$ cat src/design/mts_map.svh
// Summary of operation
// token-in high at start-up makes this phase master, otherwise slave.
// system chains token-out to next token-in; lone phase loops itself.
// master takes bus reads and writes; slave takes writes only.
// master raises turn-on request; only the armed phase switches on.
// switching on also drives a fixed-width token-out pulse.
// falling edge on token-in arms the phase until next request.
// on pulse ends and high-side switch turns off when width expires.
// nominal on time is vout over vin times period from 0xD1.
// master issues the first pulse and owns start-up.
// slaves report faults on power-good line; master watches it.
// requests may repeat at the minimum interval during load steps.
// low-power mode with enable low blocks bus and cuts quiescent use.
// regular power mode keeps the bus available while enable is low.
// after power-on reset the nonvolatile config loads into registers.
// config load decides whether bus address comes from strap pin.
// after load the bus opens and the block waits for enable high.
// with enable high and command off, wait for an on command.
// with command on, count the 0 to 102.3 ms turn-on delay.
// after delay, ramp reference to boot voltage; then start-up done.
// turn-on delay advances 100 us per setting step.
// firing clears the armed flag, one pulse per token visit.
`ifndef MTS_MAP_SVH
`define MTS_MAP_SVH
`define MTS_OFS_ON_OFF     8'h01
`define MTS_OFS_TURN_ON_DELAY_SETTING  8'h60
`define MTS_OFS_FSW        8'hD1
`define MTS_ON_BIT         7
`define MTS_RST_ON_OFF     8'h80
`define MTS_RST_TURN_ON_DELAY_SETTING  16'h0000
`define MTS_RST_FSW        16'h0032
`define MTS_CLK_KHZ        50000
`define MTS_DELAY_STEP_US  100
`define MTS_DELAY_STEP_CYC ((`MTS_DELAY_STEP_US * `MTS_CLK_KHZ) / 1000)
`define MTS_TOKEN_NS       100
`define MTS_TOKEN_CYC      ((`MTS_TOKEN_NS * `MTS_CLK_KHZ + 999999) / 1000000)
`define MTS_MIN_GAP_CYC    2
`endif

$ cat src/design/mts_pkg.sv
package mts_pkg;
  typedef struct packed {
    logic       wr;
    logic       rd;
    logic [7:0] addr;
    logic [15:0] wdata;
  } mts_bus_req_s;
  typedef struct packed {
    logic        ack;
    logic        nak;
    logic [15:0] rdata;
  } mts_bus_rsp_s;
  typedef enum logic [2:0] {
    ST_LOAD, ST_WAIT_EN, ST_WAIT_ON, ST_DELAY, ST_RAMP, ST_RUN
  } mts_state_e;
endpackage : mts_pkg

$ cat src/design/mts_sequencer.sv
`timescale 1ns/1ps
`include "mts_map.svh"
module mts_sequencer #(
  parameter int DELAY_STEP_CYC = `MTS_DELAY_STEP_CYC,
  parameter int REF_W          = 10,
  parameter int NV_WORDS       = 3
) (
  input  wire logic                 clock,
  input  wire logic                 sys_rst,
  input  wire logic                 token_in,
  input  wire logic                 enable_pin,
  input  wire logic                 low_power_standby,
  input  wire logic                 addr_from_strap,
  input  wire logic [15:0]          nv_data,
  input  wire logic                 fb_below_ref,
  input  wire logic [15:0]          on_time_cyc,
  input  wire logic [REF_W-1:0]     boot_code,
  input  wire logic                 local_fault,
  input  wire logic                 pg_line_in,
  input  wire mts_pkg::mts_bus_req_s bus_req,
  output mts_pkg::mts_bus_rsp_s     bus_rsp,
  output logic [1:0]                nv_addr,
  output logic                      turn_on_req,
  output logic                      high_side_switch,
  output logic                      token_out,
  output logic                      is_master,
  output logic                      bus_enabled,
  output logic                      quiet_mode,
  output logic                      use_strap_addr,
  output logic                      slave_fault,
  output logic                      pg_line_oe_n,
  output logic [REF_W-1:0]          ref_code,
  output logic                      startup_done,
  output logic [15:0]               fsw_setting
);
  logic [2:0]  tok_sync_q;
  logic [2:0]  en_sync_q;
  logic [2:0]  pg_sync_q;
  logic        tok_lvl_q, en_lvl_q, pg_lvl_q;
  logic        tok_fall;
  mts_pkg::mts_state_e state_q;
  logic [7:0]  on_off_q;
  logic [15:0] turn_on_delay_setting_q;
  logic [15:0] nv_mem_q [NV_WORDS];
  logic [1:0]  load_idx_q;
  logic [9:0]  delay_cnt_q;
  logic [31:0] step_cnt_q;
  logic        armed_q;
  logic [15:0] on_cnt_q;
  logic [7:0]  tok_cnt_q;
  logic [7:0]  gap_cnt_q;
  logic        first_done_q;
  logic        bus_ok;

  function automatic logic agree(input logic [2:0] s, input logic cur);
    agree = (s[1] == s[2]) ? s[2] : cur;
  endfunction : agree

  // three-stage input capture, change counted when last two agree
  // the stages keep shifting in reset so the master strap is settled
  // by the time the load phase samples it
  always_ff @(posedge clock) begin
    tok_sync_q <= {tok_sync_q[1:0], token_in};
    en_sync_q  <= {en_sync_q[1:0], enable_pin};
    pg_sync_q  <= {pg_sync_q[1:0], pg_line_in};
  end
  always_ff @(posedge clock) begin
    if (sys_rst) begin
      tok_lvl_q  <= 1'b0;
      en_lvl_q   <= 1'b0;
      pg_lvl_q   <= 1'b1;
    end else begin
      tok_lvl_q  <= agree(tok_sync_q, tok_lvl_q);
      en_lvl_q   <= agree(en_sync_q, en_lvl_q);
      pg_lvl_q   <= agree(pg_sync_q, pg_lvl_q);
    end
  end
  assign tok_fall = tok_lvl_q & ~agree(tok_sync_q, tok_lvl_q);

  // master strap caught during load, frozen once load ends
  always_ff @(posedge clock) begin
    if (sys_rst) begin
      is_master <= 1'b0;
    end else if (state_q == mts_pkg::ST_LOAD) begin
      is_master <= agree(tok_sync_q, tok_lvl_q); // see
    end
  end

  // start-up sequence
  always_ff @(posedge clock) begin
    if (sys_rst) begin
      state_q        <= mts_pkg::ST_LOAD;
      load_idx_q     <= 2'h0;
      delay_cnt_q    <= 10'h000;
      step_cnt_q     <= 32'h0;
      ref_code       <= '0;
      startup_done   <= 1'b0;
      use_strap_addr <= 1'b0;
    end else begin
      case (state_q)
        mts_pkg::ST_LOAD: begin
          load_idx_q <= load_idx_q + 2'h1;
          if (load_idx_q == 2'(NV_WORDS - 1)) begin
            use_strap_addr <= addr_from_strap;
            state_q <= mts_pkg::ST_WAIT_EN;
          end
        end
        mts_pkg::ST_WAIT_EN: begin
          if (en_lvl_q) state_q <= mts_pkg::ST_WAIT_ON;
        end
        mts_pkg::ST_WAIT_ON: begin
          if (!en_lvl_q) begin
            state_q <= mts_pkg::ST_WAIT_EN;
          end else if (on_off_q[`MTS_ON_BIT]) begin
            state_q     <= mts_pkg::ST_DELAY;
            delay_cnt_q <= 10'h000;
            step_cnt_q  <= 32'h0;
          end
        end
        mts_pkg::ST_DELAY: begin
          if (delay_cnt_q >= turn_on_delay_setting_q[9:0]) begin
            state_q <= mts_pkg::ST_RAMP;
          end else if (step_cnt_q == 32'(DELAY_STEP_CYC - 1)) begin
            step_cnt_q  <= 32'h0;
            delay_cnt_q <= delay_cnt_q + 10'h001;
          end else begin
            step_cnt_q <= step_cnt_q + 32'h1;
          end
        end
        mts_pkg::ST_RAMP: begin
          if (ref_code >= boot_code) begin
            state_q      <= mts_pkg::ST_RUN;
            startup_done <= 1'b1;
          end else begin
            ref_code <= ref_code + 1'b1;
          end
        end
        mts_pkg::ST_RUN: begin
          ref_code <= boot_code;
        end
        default: state_q <= mts_pkg::ST_LOAD;
      endcase
    end
  end

  // nonvolatile image copy
  always_ff @(posedge clock) begin
    if (state_q == mts_pkg::ST_LOAD) begin
      nv_mem_q[load_idx_q] <= nv_data;
    end
  end
  always_ff @(posedge clock) begin
    if (sys_rst) nv_addr <= 2'h0;
    else nv_addr <= load_idx_q + 2'h1;
  end

  // bus gating and power mode
  assign bus_ok = (state_q != mts_pkg::ST_LOAD)
                  && (en_lvl_q || !low_power_standby); // see
  always_ff @(posedge clock) begin
    if (sys_rst) begin
      bus_enabled <= 1'b0;
      quiet_mode  <= 1'b0;
    end else begin
      bus_enabled <= bus_ok;
      quiet_mode  <= low_power_standby && !en_lvl_q;
    end
  end

  // operating registers
  always_ff @(posedge clock) begin
    if (sys_rst) begin
      on_off_q    <= `MTS_RST_ON_OFF;
      turn_on_delay_setting_q <= `MTS_RST_TURN_ON_DELAY_SETTING;
      fsw_setting <= `MTS_RST_FSW;
      bus_rsp     <= '0;
    end else if (state_q == mts_pkg::ST_LOAD) begin
      case (load_idx_q)
        2'h0: on_off_q <= nv_data[7:0];
        2'h1: turn_on_delay_setting_q <= nv_data;
        2'h2: fsw_setting <= nv_data;
        default: ;
      endcase
    end else begin
      bus_rsp <= '0;
      if (bus_ok && bus_req.wr) begin
        bus_rsp.ack <= 1'b1;
        case (bus_req.addr)
          `MTS_OFS_ON_OFF:    on_off_q    <= bus_req.wdata[7:0];
          `MTS_OFS_TURN_ON_DELAY_SETTING: turn_on_delay_setting_q <= bus_req.wdata;
          `MTS_OFS_FSW:       fsw_setting <= bus_req.wdata;
          default:            bus_rsp <= '{ack: 1'b0, nak: 1'b1, rdata: 16'h0};
        endcase
      end else if (bus_ok && bus_req.rd) begin
        if (!is_master) begin
          bus_rsp.nak <= 1'b1;
        end else begin
          bus_rsp.ack <= 1'b1;
          case (bus_req.addr)
            `MTS_OFS_ON_OFF:    bus_rsp.rdata <= {8'h00, on_off_q};
            `MTS_OFS_TURN_ON_DELAY_SETTING: bus_rsp.rdata <= turn_on_delay_setting_q;
            `MTS_OFS_FSW:       bus_rsp.rdata <= fsw_setting;
            default: bus_rsp <= '{ack: 1'b0, nak: 1'b1, rdata: 16'h0};
          endcase
        end
      end
    end
  end

  // turn-on request generation by master, spaced by minimum gap
  always_ff @(posedge clock) begin
    if (sys_rst) begin
      turn_on_req <= 1'b0;
      gap_cnt_q   <= 8'h00;
    end else begin
      turn_on_req <= 1'b0;
      if (gap_cnt_q != 8'h00) gap_cnt_q <= gap_cnt_q - 8'h01;
      if (is_master && startup_done && fb_below_ref
          && gap_cnt_q == 8'h00) begin // see
        turn_on_req <= 1'b1;
        gap_cnt_q   <= 8'(`MTS_MIN_GAP_CYC - 1);
      end
    end
  end

  // armed flag, on pulse and token pulse
  always_ff @(posedge clock) begin
    if (sys_rst) begin
      armed_q          <= 1'b0;
      first_done_q     <= 1'b0;
      high_side_switch <= 1'b0;
      on_cnt_q         <= 16'h0000;
      token_out        <= 1'b0;
      tok_cnt_q        <= 8'h00;
    end else begin
      if (is_master && startup_done && !first_done_q) begin
        armed_q      <= 1'b1;
        first_done_q <= 1'b1;
      end else if (startup_done && turn_on_req && armed_q
                   && !high_side_switch) begin
        armed_q          <= tok_fall; // see
        high_side_switch <= 1'b1;
        on_cnt_q         <= on_time_cyc;
        token_out        <= 1'b1;
        tok_cnt_q        <= 8'(`MTS_TOKEN_CYC);
      end else if (tok_fall && startup_done) begin
        armed_q <= 1'b1;
      end
      if (high_side_switch) begin
        if (on_cnt_q <= 16'h0001) high_side_switch <= 1'b0;
        else on_cnt_q <= on_cnt_q - 16'h0001;
      end
      if (token_out) begin
        if (tok_cnt_q <= 8'h01) token_out <= 1'b0;
        else tok_cnt_q <= tok_cnt_q - 8'h01;
      end
    end
  end

  // fault reporting on power-good line
  always_ff @(posedge clock) begin
    if (sys_rst) begin
      pg_line_oe_n <= 1'b1;
      slave_fault  <= 1'b0;
    end else begin
      pg_line_oe_n <= !(!is_master && local_fault);
      if (is_master && startup_done && !pg_lvl_q) slave_fault <= 1'b1;
      else if (!is_master) slave_fault <= 1'b0;
    end
  end
endmodule : mts_sequencer

$ cat config.mk
export PLATFORM = sky130hd
export DESIGN_NAME = mts_sequencer
export DESIGN_NICKNAME = d
export VERILOG_FILES = /design/src/design/mts_pkg.sv /design/src/design/mts_sequencer.sv
export VERILOG_INCLUDE_DIRS = /design/src /design/src/design
export SDC_FILE = /design/constraint.sdc
export NUM_CORES = 1
export LEC_CHECK = 0
export BUFFER_PORTS_ARGS = -buffer_cell sky130_fd_sc_hd__buf_4
export CAP_MARGIN = 30
export CORE_AREA = 2 2 133 135
export CTS_CLUSTER_SIZE = 14
export DETAILED_ROUTE_END_ITERATION = 10
export DIE_AREA = 0 0 135 137
export PLACE_DENSITY = 0.76
export REMOVE_ABC_BUFFERS = 1
export SLEW_MARGIN = 20
export SYNTH_ARGS = -nofsm -noshare
export SYNTH_HDL_FRONTEND = slang
export SYNTH_SLANG_ARGS = --single-unit
$ cat constraint.sdc
create_clock -name clock -period 2.31 [get_ports clock]
set_clock_uncertainty 0.2 [all_clocks]
set_input_delay 0.231 -clock clock [delete_from_list [all_inputs] [get_ports clock]]
set_output_delay 0.231 -clock clock [all_outputs]
set_load 0.02 [all_outputs]
==> Word-level counts from Yosys, hierarchy flattened <==
Cells that the tools add are included.
{ "classes": {"addsub": 7, "mul": 0, "div_mod_pow": 0, "magnitude_cmp": 4, "n_eq_ne": 27, "shifts": 0, "mux": 64, "n_bitwise": 3, "n_reduce_logical": 46} }
{ "op_table": {"columns": ["cell", "count"], "rows": [
  ["16-bit 2-to-1 mux", 13],
  ["32-bit 2-to-1 mux", 4],
  ["8-bit 2-to-1 mux", 8],
  ["32-bit one-hot mux with 2 select lines", 1],
  ["18-bit 2-to-1 mux", 3],
  ["10-bit 2-to-1 mux", 5],
  ["16-bit one-hot mux with 3 select lines", 1],
  ["10-bit one-hot mux with 2 select lines", 2],
  ["32-bit by 1-bit adder with 32-bit output (second input constant)", 1],
  ["32-bit by 13-bit equality test with 1-bit output (second input constant)", 1],
  ["10-bit by 1-bit adder with 10-bit output (second input constant)", 2],
  ["10-bit >= comparator", 2],
  ["1-bit 2-to-1 mux", 19],
  ["3-bit 2-to-1 mux", 6],
  ["3-bit one-hot mux with 6 select lines", 1],
  ["16-bit by 1-bit <= comparator with 1-bit output (second input constant)", 1],
  ["2-bit inequality test (second input constant)", 8],
  ["16-bit by 1-bit subtractor with 16-bit output (second input constant)", 1],
  ["8-bit by 1-bit subtractor with 8-bit output (second input constant)", 2],
  ["1-bit logical AND", 14],
  ["2-bit nonzero test", 7],
  ["3-bit AND reduction", 3],
  ["8-bit by 1-bit equality test with 1-bit output (second input constant)", 1],
  ["8-bit by 7-bit equality test with 1-bit output (second input constant)", 1],
  ["other kinds (27)", 44]
]} }
{ "word_totals": {"regBits": 173, "latch_bits": 0, "ram_bits": 0, "mem_bits_ro": 0, "inputBits": 77, "out_inout_bits": 56, "wordCells": 185, "mem_count": 0} }

==> Logic depth before layout (Yosys ltp) <==
Gate-level depths: netlist (run 1).
{ "depth": {"depth_word": 8, "mapped_depth": 11, "mapped_depth_nobuf": 8} }

==> Worst setup path after synthesis (run 1) <==
No wires, ideal clock.
{ "synth_path": {"path_kind": "register -> register", "startpoint": "register delay_cnt_q[0]", "endpoint": "register step_cnt_q[26]", "setup_time_ps": 74, "arrival_ps": 2245, "required_time_ps": 2036, "path_slack_ps": -209, "stages_incl_launch_ff": 10, "n_path_buf": 1, "synth_period_minus_slack_ps": 2519, "cell_sequence": "dfxtp_1 > inv_1 > ha_1 > nand2b_1 > a21o_1 > a2111oi_2 > a21oi_1 > clkbuf_1 > or4_1 > a31oi_1"} }
{ "synth_between": {"elab_chain_cells": 3} }
{ "synth_rtl": {"columns": ["item", "line_no", "source"], "rows": [
  ["from (decl)", "mts_sequencer.sv:46", "logic [9:0] delay_cnt_q;"],
  ["from (signal assigned)", "mts_sequencer.sv:125", "delay_cnt_q <= delay_cnt_q + 10'h001;"],
  ["10-bit >= comparator", "mts_sequencer.sv:121", "if (delay_cnt_q >= turn_on_delay_setting_q[9:0]) begin"],
  ["2-bit inequality test (no line)", null, null],
  ["4-bit AND reduction (no line)", null, null],
  ["to (signal assigned)", "mts_sequencer.sv:127", "step_cnt_q <= step_cnt_q + 32'h1;"],
  ["to (decl)", "mts_sequencer.sv:47", "logic [31:0] step_cnt_q;"]
]} }
No other way between the ends.
A chain may end at the register's enable or synchronous reset.

==> Worst setup path after layout (run 1) <==
{ "layout_path": {"startpoint": "register turn_on_delay_setting_q[1]", "endpoint": "register step_cnt_q[3]"} }
{ "layout_between": {"elab_chain_cells": 3} }
{ "layout_rtl": {"columns": ["item", "line_no", "source"], "rows": [
  ["from (decl)", "mts_sequencer.sv:43", "logic [15:0] turn_on_delay_setting_q;"],
  ["from (signal assigned)", "mts_sequencer.sv:174", "turn_on_delay_setting_q <= `MTS_RST_TURN_ON_DELAY_SETTING;"],
  ["from (signal assigned)", "mts_sequencer.sv:180", "2'h1: turn_on_delay_setting_q <= nv_data;"],
  ["from (signal assigned)", "mts_sequencer.sv:190", "`MTS_OFS_TURN_ON_DELAY_SETTING: turn_on_delay_setting_q <= bus_req.wdata;"],
  ["10-bit >= comparator", "mts_sequencer.sv:121", null],
  ["2-bit inequality test (no line)", null, null],
  ["4-bit AND reduction (no line)", null, null]
]} }
No other way between the ends.

==> results of run 1 <==
## tightest hold or removal path: stages
cell	delay, ns
buf_4	0.08
mux2i_1	0.10
nand2_1	0.07
o21ai_0	0.07
nand2b_1	0.06
## routing by layer
metal	up-vias	part of all wire
li1	4551	-
met5	-	0
met2	408	0.51
met1	4637	0.40
met4	0	0.035
met3	104	0.057
## sequential cells by signal (all words and copies together) (netlist names), 3 cells and up
register,flops
step_cnt_q,32
bus_rsp,18
fsw_setting,16
on_cnt_q,16
turn_on_delay_setting_q,16
delay_cnt_q,10
ref_code,10
gap_cnt_q,8
on_off_q,8
tok_cnt_q,8
en_sync_q,3
pg_sync_q,3
state_q,3
tok_sync_q,3
## cells in the final DEF, fill, tap and decap left out, types with 29 or more instances in the layout
| cell type | count |
|---|---|
| a211oi_1 | 39 |
| a21oi_1 | 81 |
| buf_4 | 284 |
| dfxtp_1 | 163 |
| dlygate4sd3_1 | 48 |
| inv_1 | 34 |
| nand2_1 | 75 |
| nand3_1 | 37 |
| nor2_1 | 123 |
| nor3_1 | 29 |
## metrics by stage
stage | setup slack (ns) | util | instances | area [µm²] | TNS [ns]
5_1_grt | -0.5488 | 0.7504 | 1607 | 12800 | -21.74
4_1_cts | -0.2543 | 0.7254 | 1590 | 12370 | -6.913
3_5_place_dp | -0.4763 | 0.6410 | 1500 | 10930 | -13.79
6_report | -0.5081 | 0.7504 | 1607 | 12800 | -18.78
3_3_place_gp | -0.3307 | 0.6407 | 1499 | 10930 | -9.044
2_1_floorplan | -3.088 | - | 997 | 8442 | -180.52
## where the power goes
part           switching (mW)  total [mW]  internal, mW
Clock                    1.25        2.99          1.74
Combinational            1.64        3.05          1.42
Sequential              0.261        3.62          3.36
## cells in the mapped netlist (4+ instances only)
| cell type | n |
|---|---|
| nor2_1 | 128 |
| nor2b_1 | 7 |
| a21o_1 | 4 |
| a211oi_1 | 42 |
| o211ai_1 | 15 |
| and4_1 | 6 |
| a222oi_1 | 8 |
| nor3_1 | 34 |
| ha_1 | 31 |
| dfxtp_1 | 173 |
| nand2b_1 | 19 |
| and3_1 | 16 |
| or3_1 | 13 |
| nand4_1 | 23 |
| a31oi_1 | 20 |
| and2_1 | 4 |
| or4_1 | 29 |
| nand4b_1 | 8 |
| nand2_1 | 81 |
| nor4b_1 | 4 |
| buf_2 | 8 |
| xor2_1 | 6 |
| nand3_1 | 46 |
| a22o_1 | 10 |
| nor4_1 | 13 |
| clkbuf_1 | 48 |
| mux2i_1 | 18 |
| xnor2_1 | 7 |
| o21ai_0 | 36 |
| inv_1 | 37 |
| a21oi_1 | 93 |
| a22oi_1 | 12 |
| a311oi_1 | 5 |
| buf_1 | 6 |
## repair_timing
action                                  4_1_cts  5_1_grt
resized for setup                            51       71
pin swaps                                    53       47
buffers inserted                              9       15
hold endpoints to repair                     41        0
endpoints found under the setup margin       62       76
hold buffers                                 48        0
cloned                                        2        3
## area by class of cell
type,instances,area [µm²],area share
clock inverters,12,161.4,0.01261
repair buffers,354,2998,0.2342
inverters,37,138.9,0.01085
clock buffers,19,442.9,0.03460
well taps,225,281.5,0.02199
flip-flops and latches,173,3476,0.2716
multi-input cells,787,5301,0.4142
## worst max path at each step
stage	from	end	slack [ns]	depth (start not counted)
finish	turn_on_delay_setting_q[1]	step_cnt_q[3]	-0.51	8
CTS	delay_cnt_q[0]	step_cnt_q[0]	-0.25	10
global placement	turn_on_delay_setting_q[7]	step_cnt_q[18]	-0.33	9
floorplan	state_q[0]	on_off_q[7]	-3.09	4
global route	turn_on_delay_setting_q[1]	step_cnt_q[0]	-0.55	10
detailed placement	turn_on_delay_setting_q[7]	step_cnt_q[3]	-0.48	9
## kinds of logic after synthesis
group           share of synthesized area
simple gates                       0.2669
compound gates                     0.2099
flops                              0.3982
buf+inv                           0.04532
fa+ha+maj                         0.04460
mux                               0.02201
xor+xnor                          0.01309
==> impl_metrics.py, run 1 <==
metrics = {
    "timing": {
        "setup_viol": 61,
        "max_freq_mhz": 354.8,
        "setup_slack_ns": -0.5081,
        "min_period_over_period": 1.220,
        "slew_violations": 0,
        "rsz0062_at_grt": "yes",
        "hold_slack_ns": 0.005738,
        "tightestPinTransition_ns": 0.8108,
        "fin_crit_ns": 2.818,
        "maxSlewHeadroom": 0.4594,
        "finalHoldViolCount": 0,
    },
    "drt": {
        "wl_per_cell_um": 17.93,
        "vias": 9700,
        "ant_nets": 0,
        "drc_errors": 0,
        "via_per_inst": 6.036,
        "first_iter_violations": 907,
        "firstDrtPassIters": 6,
        "routed_wl_mm": 28.81,
    },
    "global_routing": {
        "busiest_layer": "met2",
        "globalRouteMet1Util": 0.3514,
        "grt_pass1_vias": 9387,
        "grt_pass1_wl_mm": 44.64,
        "grtUsageTotal": 0.2967,
        "grt-ovfl-total": 0,
        "use_met2": 0.5313,
        "met3_usage": 0.04889,
        "antenna_found_initial": 0,
        "grt_max_degree": 86,
    },
    "power": {
        "total_power_mw": 9.669,
        "power.density_nw_per_um2": 755.4,
        "p_leak_nw": 5.295,
        "vdd_ir_drop_max_uv": 679.3,
    },
    "die": {
        "dieArea_um2": 18500,
        "die_w_um": 135,
        "io_pins": 133,
        "core-area_um2": 17060,
        "die_h_um": 137,
        "row_count": 48,
        "start_util": 0.5099,
    },
    "logic_synthesis": {
        "synthesis.area_um2": 8697,
        "yosysSeqAreaShare": 0.3982,
        "synth_cells": 1061,
        "synthFlopType": "dfxtp_1",
        "synth.top_cell.area_share": 0.3982,
        "async_flop_share": 0,
        "syn_avg_cell_area_um2": 8.197,
        "synth.yosys.warnings": 0,
        "synth_top_area_cell": "dfxtp_1",
        "ys_ff_latch": 173,
        "synth-edff-count": 0,
        "ys_top_cells_by_area": "dfxtp_1 40%, nor2_1 5.5%, a21oi_1 5.4%",
        "synth_cell_type_count": 70,
    },
    "place": {
        "place.detailed.hpwl_mm": 16.62,
        "place_congestion": 0.8156,
        "port_buffers": 132,
    },
    "setup_path": {
        "reg2reg_depth": 8,
        "path_buf_inv": 2,
        "path_cells": "inv_1 > ha_1 > a21o_1 > a2111oi_4 > a21oi_4 > buf_12 > or4_4 > a31oi_4",
        "crit_slowest_cell": "or4_4",
        "slowest_delay_ns": 0.55,
        "critical_path_class": "reg -> reg",
        "worstPathArrival_ns": 2.98,
        "cp.required_ns": 2.48,
        "path_max_fanout": 5,
        "reg2reg_from": "turn_on_delay_setting_q[1]",
        "rrSetupSlack_ns": -0.51,
        "critPathTopFamily": "compound AO/OA/AOI/OAI gates",
        "setup.worst_path.end_class": "flop",
        "startpoint_type": "flop",
        "reg2reg_to": "step_cnt_q[3]",
    },
    "clock_tree": {
        "clk_latency_ns": 0.44,
        "cts_buffer_depth": 2,
        "cts_made_buffers": 17,
        "clock_sinks": 173,
        "root_buffer": "clkbuf_16",
        "tritoncts": "done",
        "htree_levels": 4,
        "path_clk_slew_ns": 0.07,
    },
    "hold_path": {
        "hold_start": "bus_req[4]",
        "holdPathEnd": "fsw_setting[4]",
        "min_path_type": "in -> reg",
        "hold_depth": 5,
    },
    "job": {
        "maxCapViolations": 0,
    },
    "cells_and_area": {
        "areaGrowthSynthToFinish_pct": 47.17,
        "diodes": 0,
        "fin_nets": 1478,
        "drive_gt1_frac": 0.3184,
        "fillers": 1115,
    },
    "outcome": {
        "status": "finished with violations",
        "violations": "negative setup slack",
    },
}
Power figures use the tool's default switching activity.
==> run 2, diff against run 1 <==
Settings changed: CORE_AREA 2 2 133 135 to 5 5 136 138, DIE_AREA 0 0 135 137 to 0 0 141 143.
==> impl_metrics.py, run 2 (synthesized netlist as in run 1, its figures left out) <==
metrics = {
    "outcome": {
        "status": "finished with violations",
        "violations": "negative setup slack",
    },
    "clock_tree": {
        "htree_levels": 4,
        "path_clk_slew_ns": 0.07,
        "tritoncts": "done",
        "clk_latency_ns": 0.43,
        "cts_made_buffers": 17,
        "clock_sinks": 173,
        "cts_buffer_depth": 2,
        "root_buffer": "clkbuf_16",
    },
    "hold_path": {
        "hold_depth": 3,
        "min_path_type": "in -> reg",
    },
    "die": {
        "start_util": 0.5099,
        "row_count": 48,
        "io_pins": 133,
        "core-area_um2": 17060,
        "dieArea_um2": 20160,
        "die_h_um": 143,
        "die_w_um": 141,
    },
    "power": {
        "power.density_nw_per_um2": 757.8,
        "p_leak_nw": 5.261,
        "vdd_ir_drop_max_uv": 645.6,
        "total_power_mw": 9.761,
    },
    "setup_path": {
        "cp.required_ns": 2.47,
        "setup.worst_path.end_class": "flop",
        "reg2reg_depth": 9,
        "reg2reg_from": "delay_cnt_q[0]",
        "critical_path_class": "reg -> reg",
        "startpoint_type": "flop",
        "reg2reg_to": "step_cnt_q[15]",
        "crit_start": "delay_cnt_q[0]",
        "worstPathArrival_ns": 2.78,
        "slowest_delay_ns": 0.51,
        "critPathCapture": "step_cnt_q[15]",
        "path_cells": "inv_2 > ha_4 > nand2b_4 > a21o_1 > a2111oi_4 > a21oi_2 > buf_12 > or4_4 > a31oi_1",
        "crit_slowest_cell": "or4_4",
        "rrSetupSlack_ns": -0.31,
        "path_max_fanout": 18,
    },
    "drt": {
        "via_per_inst": 6.016,
        "ant_nets": 0,
        "vias": 9631,
        "drc_errors": 0,
        "first_iter_violations": 805,
        "wl_per_cell_um": 17.88,
        "firstDrtPassIters": 8,
        "routed_wl_mm": 28.63,
    },
    "global_routing": {
        "antenna_found_initial": 0,
        "grt_max_degree": 108,
        "grt_pass1_vias": 9044,
        "grt-ovfl-total": 0,
        "grt_pass1_wl_mm": 43.76,
        "grtUsageTotal": 0.2617,
    },
    "timing": {
        "setup_viol": 61,
        "setup_slack_ns": -0.3105,
        "maxSlewHeadroom": 0.5833,
        "tightestPinTransition_ns": 0.6250,
        "rsz0062_at_grt": "yes",
        "fin_setup_tns_ns": -11.99,
        "max_freq_mhz": 381.6,
        "slew_violations": 0,
        "fin_crit_ns": 2.621,
        "finalHoldViolCount": 0,
        "min_period_over_period": 1.134,
    },
    "cells_and_area": {
        "regArea_um2": 3482,
        "drive_gt1_frac": 0.3350,
        "fillers": 1084,
        "largest_reg_flops": 32,
        "final_area_um2": 12880,
        "areaGrowthSynthToFinish_pct": 48.11,
        "top_register": "step_cnt_q",
        "layout_commonest_cell": "buf_4",
        "top_regs": "step_cnt_q: 32 flops, bus_rsp: 18 flops",
        "multi_input_area_um2": 5449,
        "finalNonFillerCells": 1601,
        "diodes": 0,
        "final_cell_mix": "276 x buf_4, 158 x dfxtp_1, 122 x nor2_1, 81 x a21oi_1, 74 x nand2_1",
        "fin_nets": 1471,
    },
    "place": {
        "placed_cell_area_um2": 10940,
        "dp_slack_ns": -0.3733,
        "dpl.cell_count": 1502,
        "place.detailed.hpwl_mm": 16.87,
        "place_congestion": 0.8734,
        "port_buffers": 132,
    },
    "job": {
        "maxCapViolations": 0,
    },
}
[run 2: stage by stage]
step                utilization  hold slack (ns)
global placement         0.6413           0.1117
floorplan                     -          0.05872
global route             0.7552          0.02892
CTS                      0.7320         0.004555
finish                   0.7552         0.005299
detailed placement       0.6413           0.1150
[run 2: final cells by class]
| class | count | share of cell area |
|---|---|---|
| Multi-Input combinational cell | 787 | 0.4230 |
| Sequential cell | 173 | 0.2703 |
| Timing Repair Buffer | 347 | 0.2277 |
| Clock buffer | 18 | 0.03409 |
| Tap cell | 225 | 0.02186 |
| Clock inverter | 14 | 0.01224 |
| Inverter | 37 | 0.01078 |
[run 2: report_power, final]
part,internal (mW),leakage [nW],total (mW),switching (mW)
Clock,1.65,0.290,2.96,1.31
Sequential,3.36,1.41,3.63,0.264
Combinational,1.48,3.56,3.18,1.69
[run 2: per-layer routing]
layer  wire [µm]  vias to the layer above  global-route usage
met1       11360                     4587              0.3294
met5           0                        -                   0
met4         899                        0              0.1015
met3        1819                       84             0.04119
li1            -                     4537                   -
met2       14550                      423              0.4526
[run 2: worst min path at each step]
stage / startpoint / to / slack, ns
2_1_floorplan: enable_pin / en_sync_q[0] / 0.06
3_3_place_gp: tok_sync_q[0] / tok_sync_q[1] / 0.11
3_5_place_dp: tok_sync_q[0] / tok_sync_q[1] / 0.11
4_1_cts: nv_data[8] / fsw_setting[8] / 0.005
5_1_grt: bus_req[24] / bus_rsp[17] / 0.03
6_report: bus_req[12] / fsw_setting[12] / 0.005
[run 2: repair_timing]
item                                   CTS  global route
hold buffers                            46             0
pin swaps                               43            34
setup endpoints to repair               63            75
endpoints found under the hold margin   42             0
buffers inserted                        12            10
gates resized for setup                 79            78
gates cloned                             2             2
[run 2: critical path, delay by kind of cell, from the launching register on]
| family | cells | cell delay, ns |
|---|---|---|
| adders and majority gates | 1 | 0.20 |
| AOI/OAI and AO/OA | 4 | 0.92 |
| DFF | 1 | 0.35 |
| and+or+nand+nor | 2 | 0.64 |
| buffers and inverters | 2 | 0.22 |
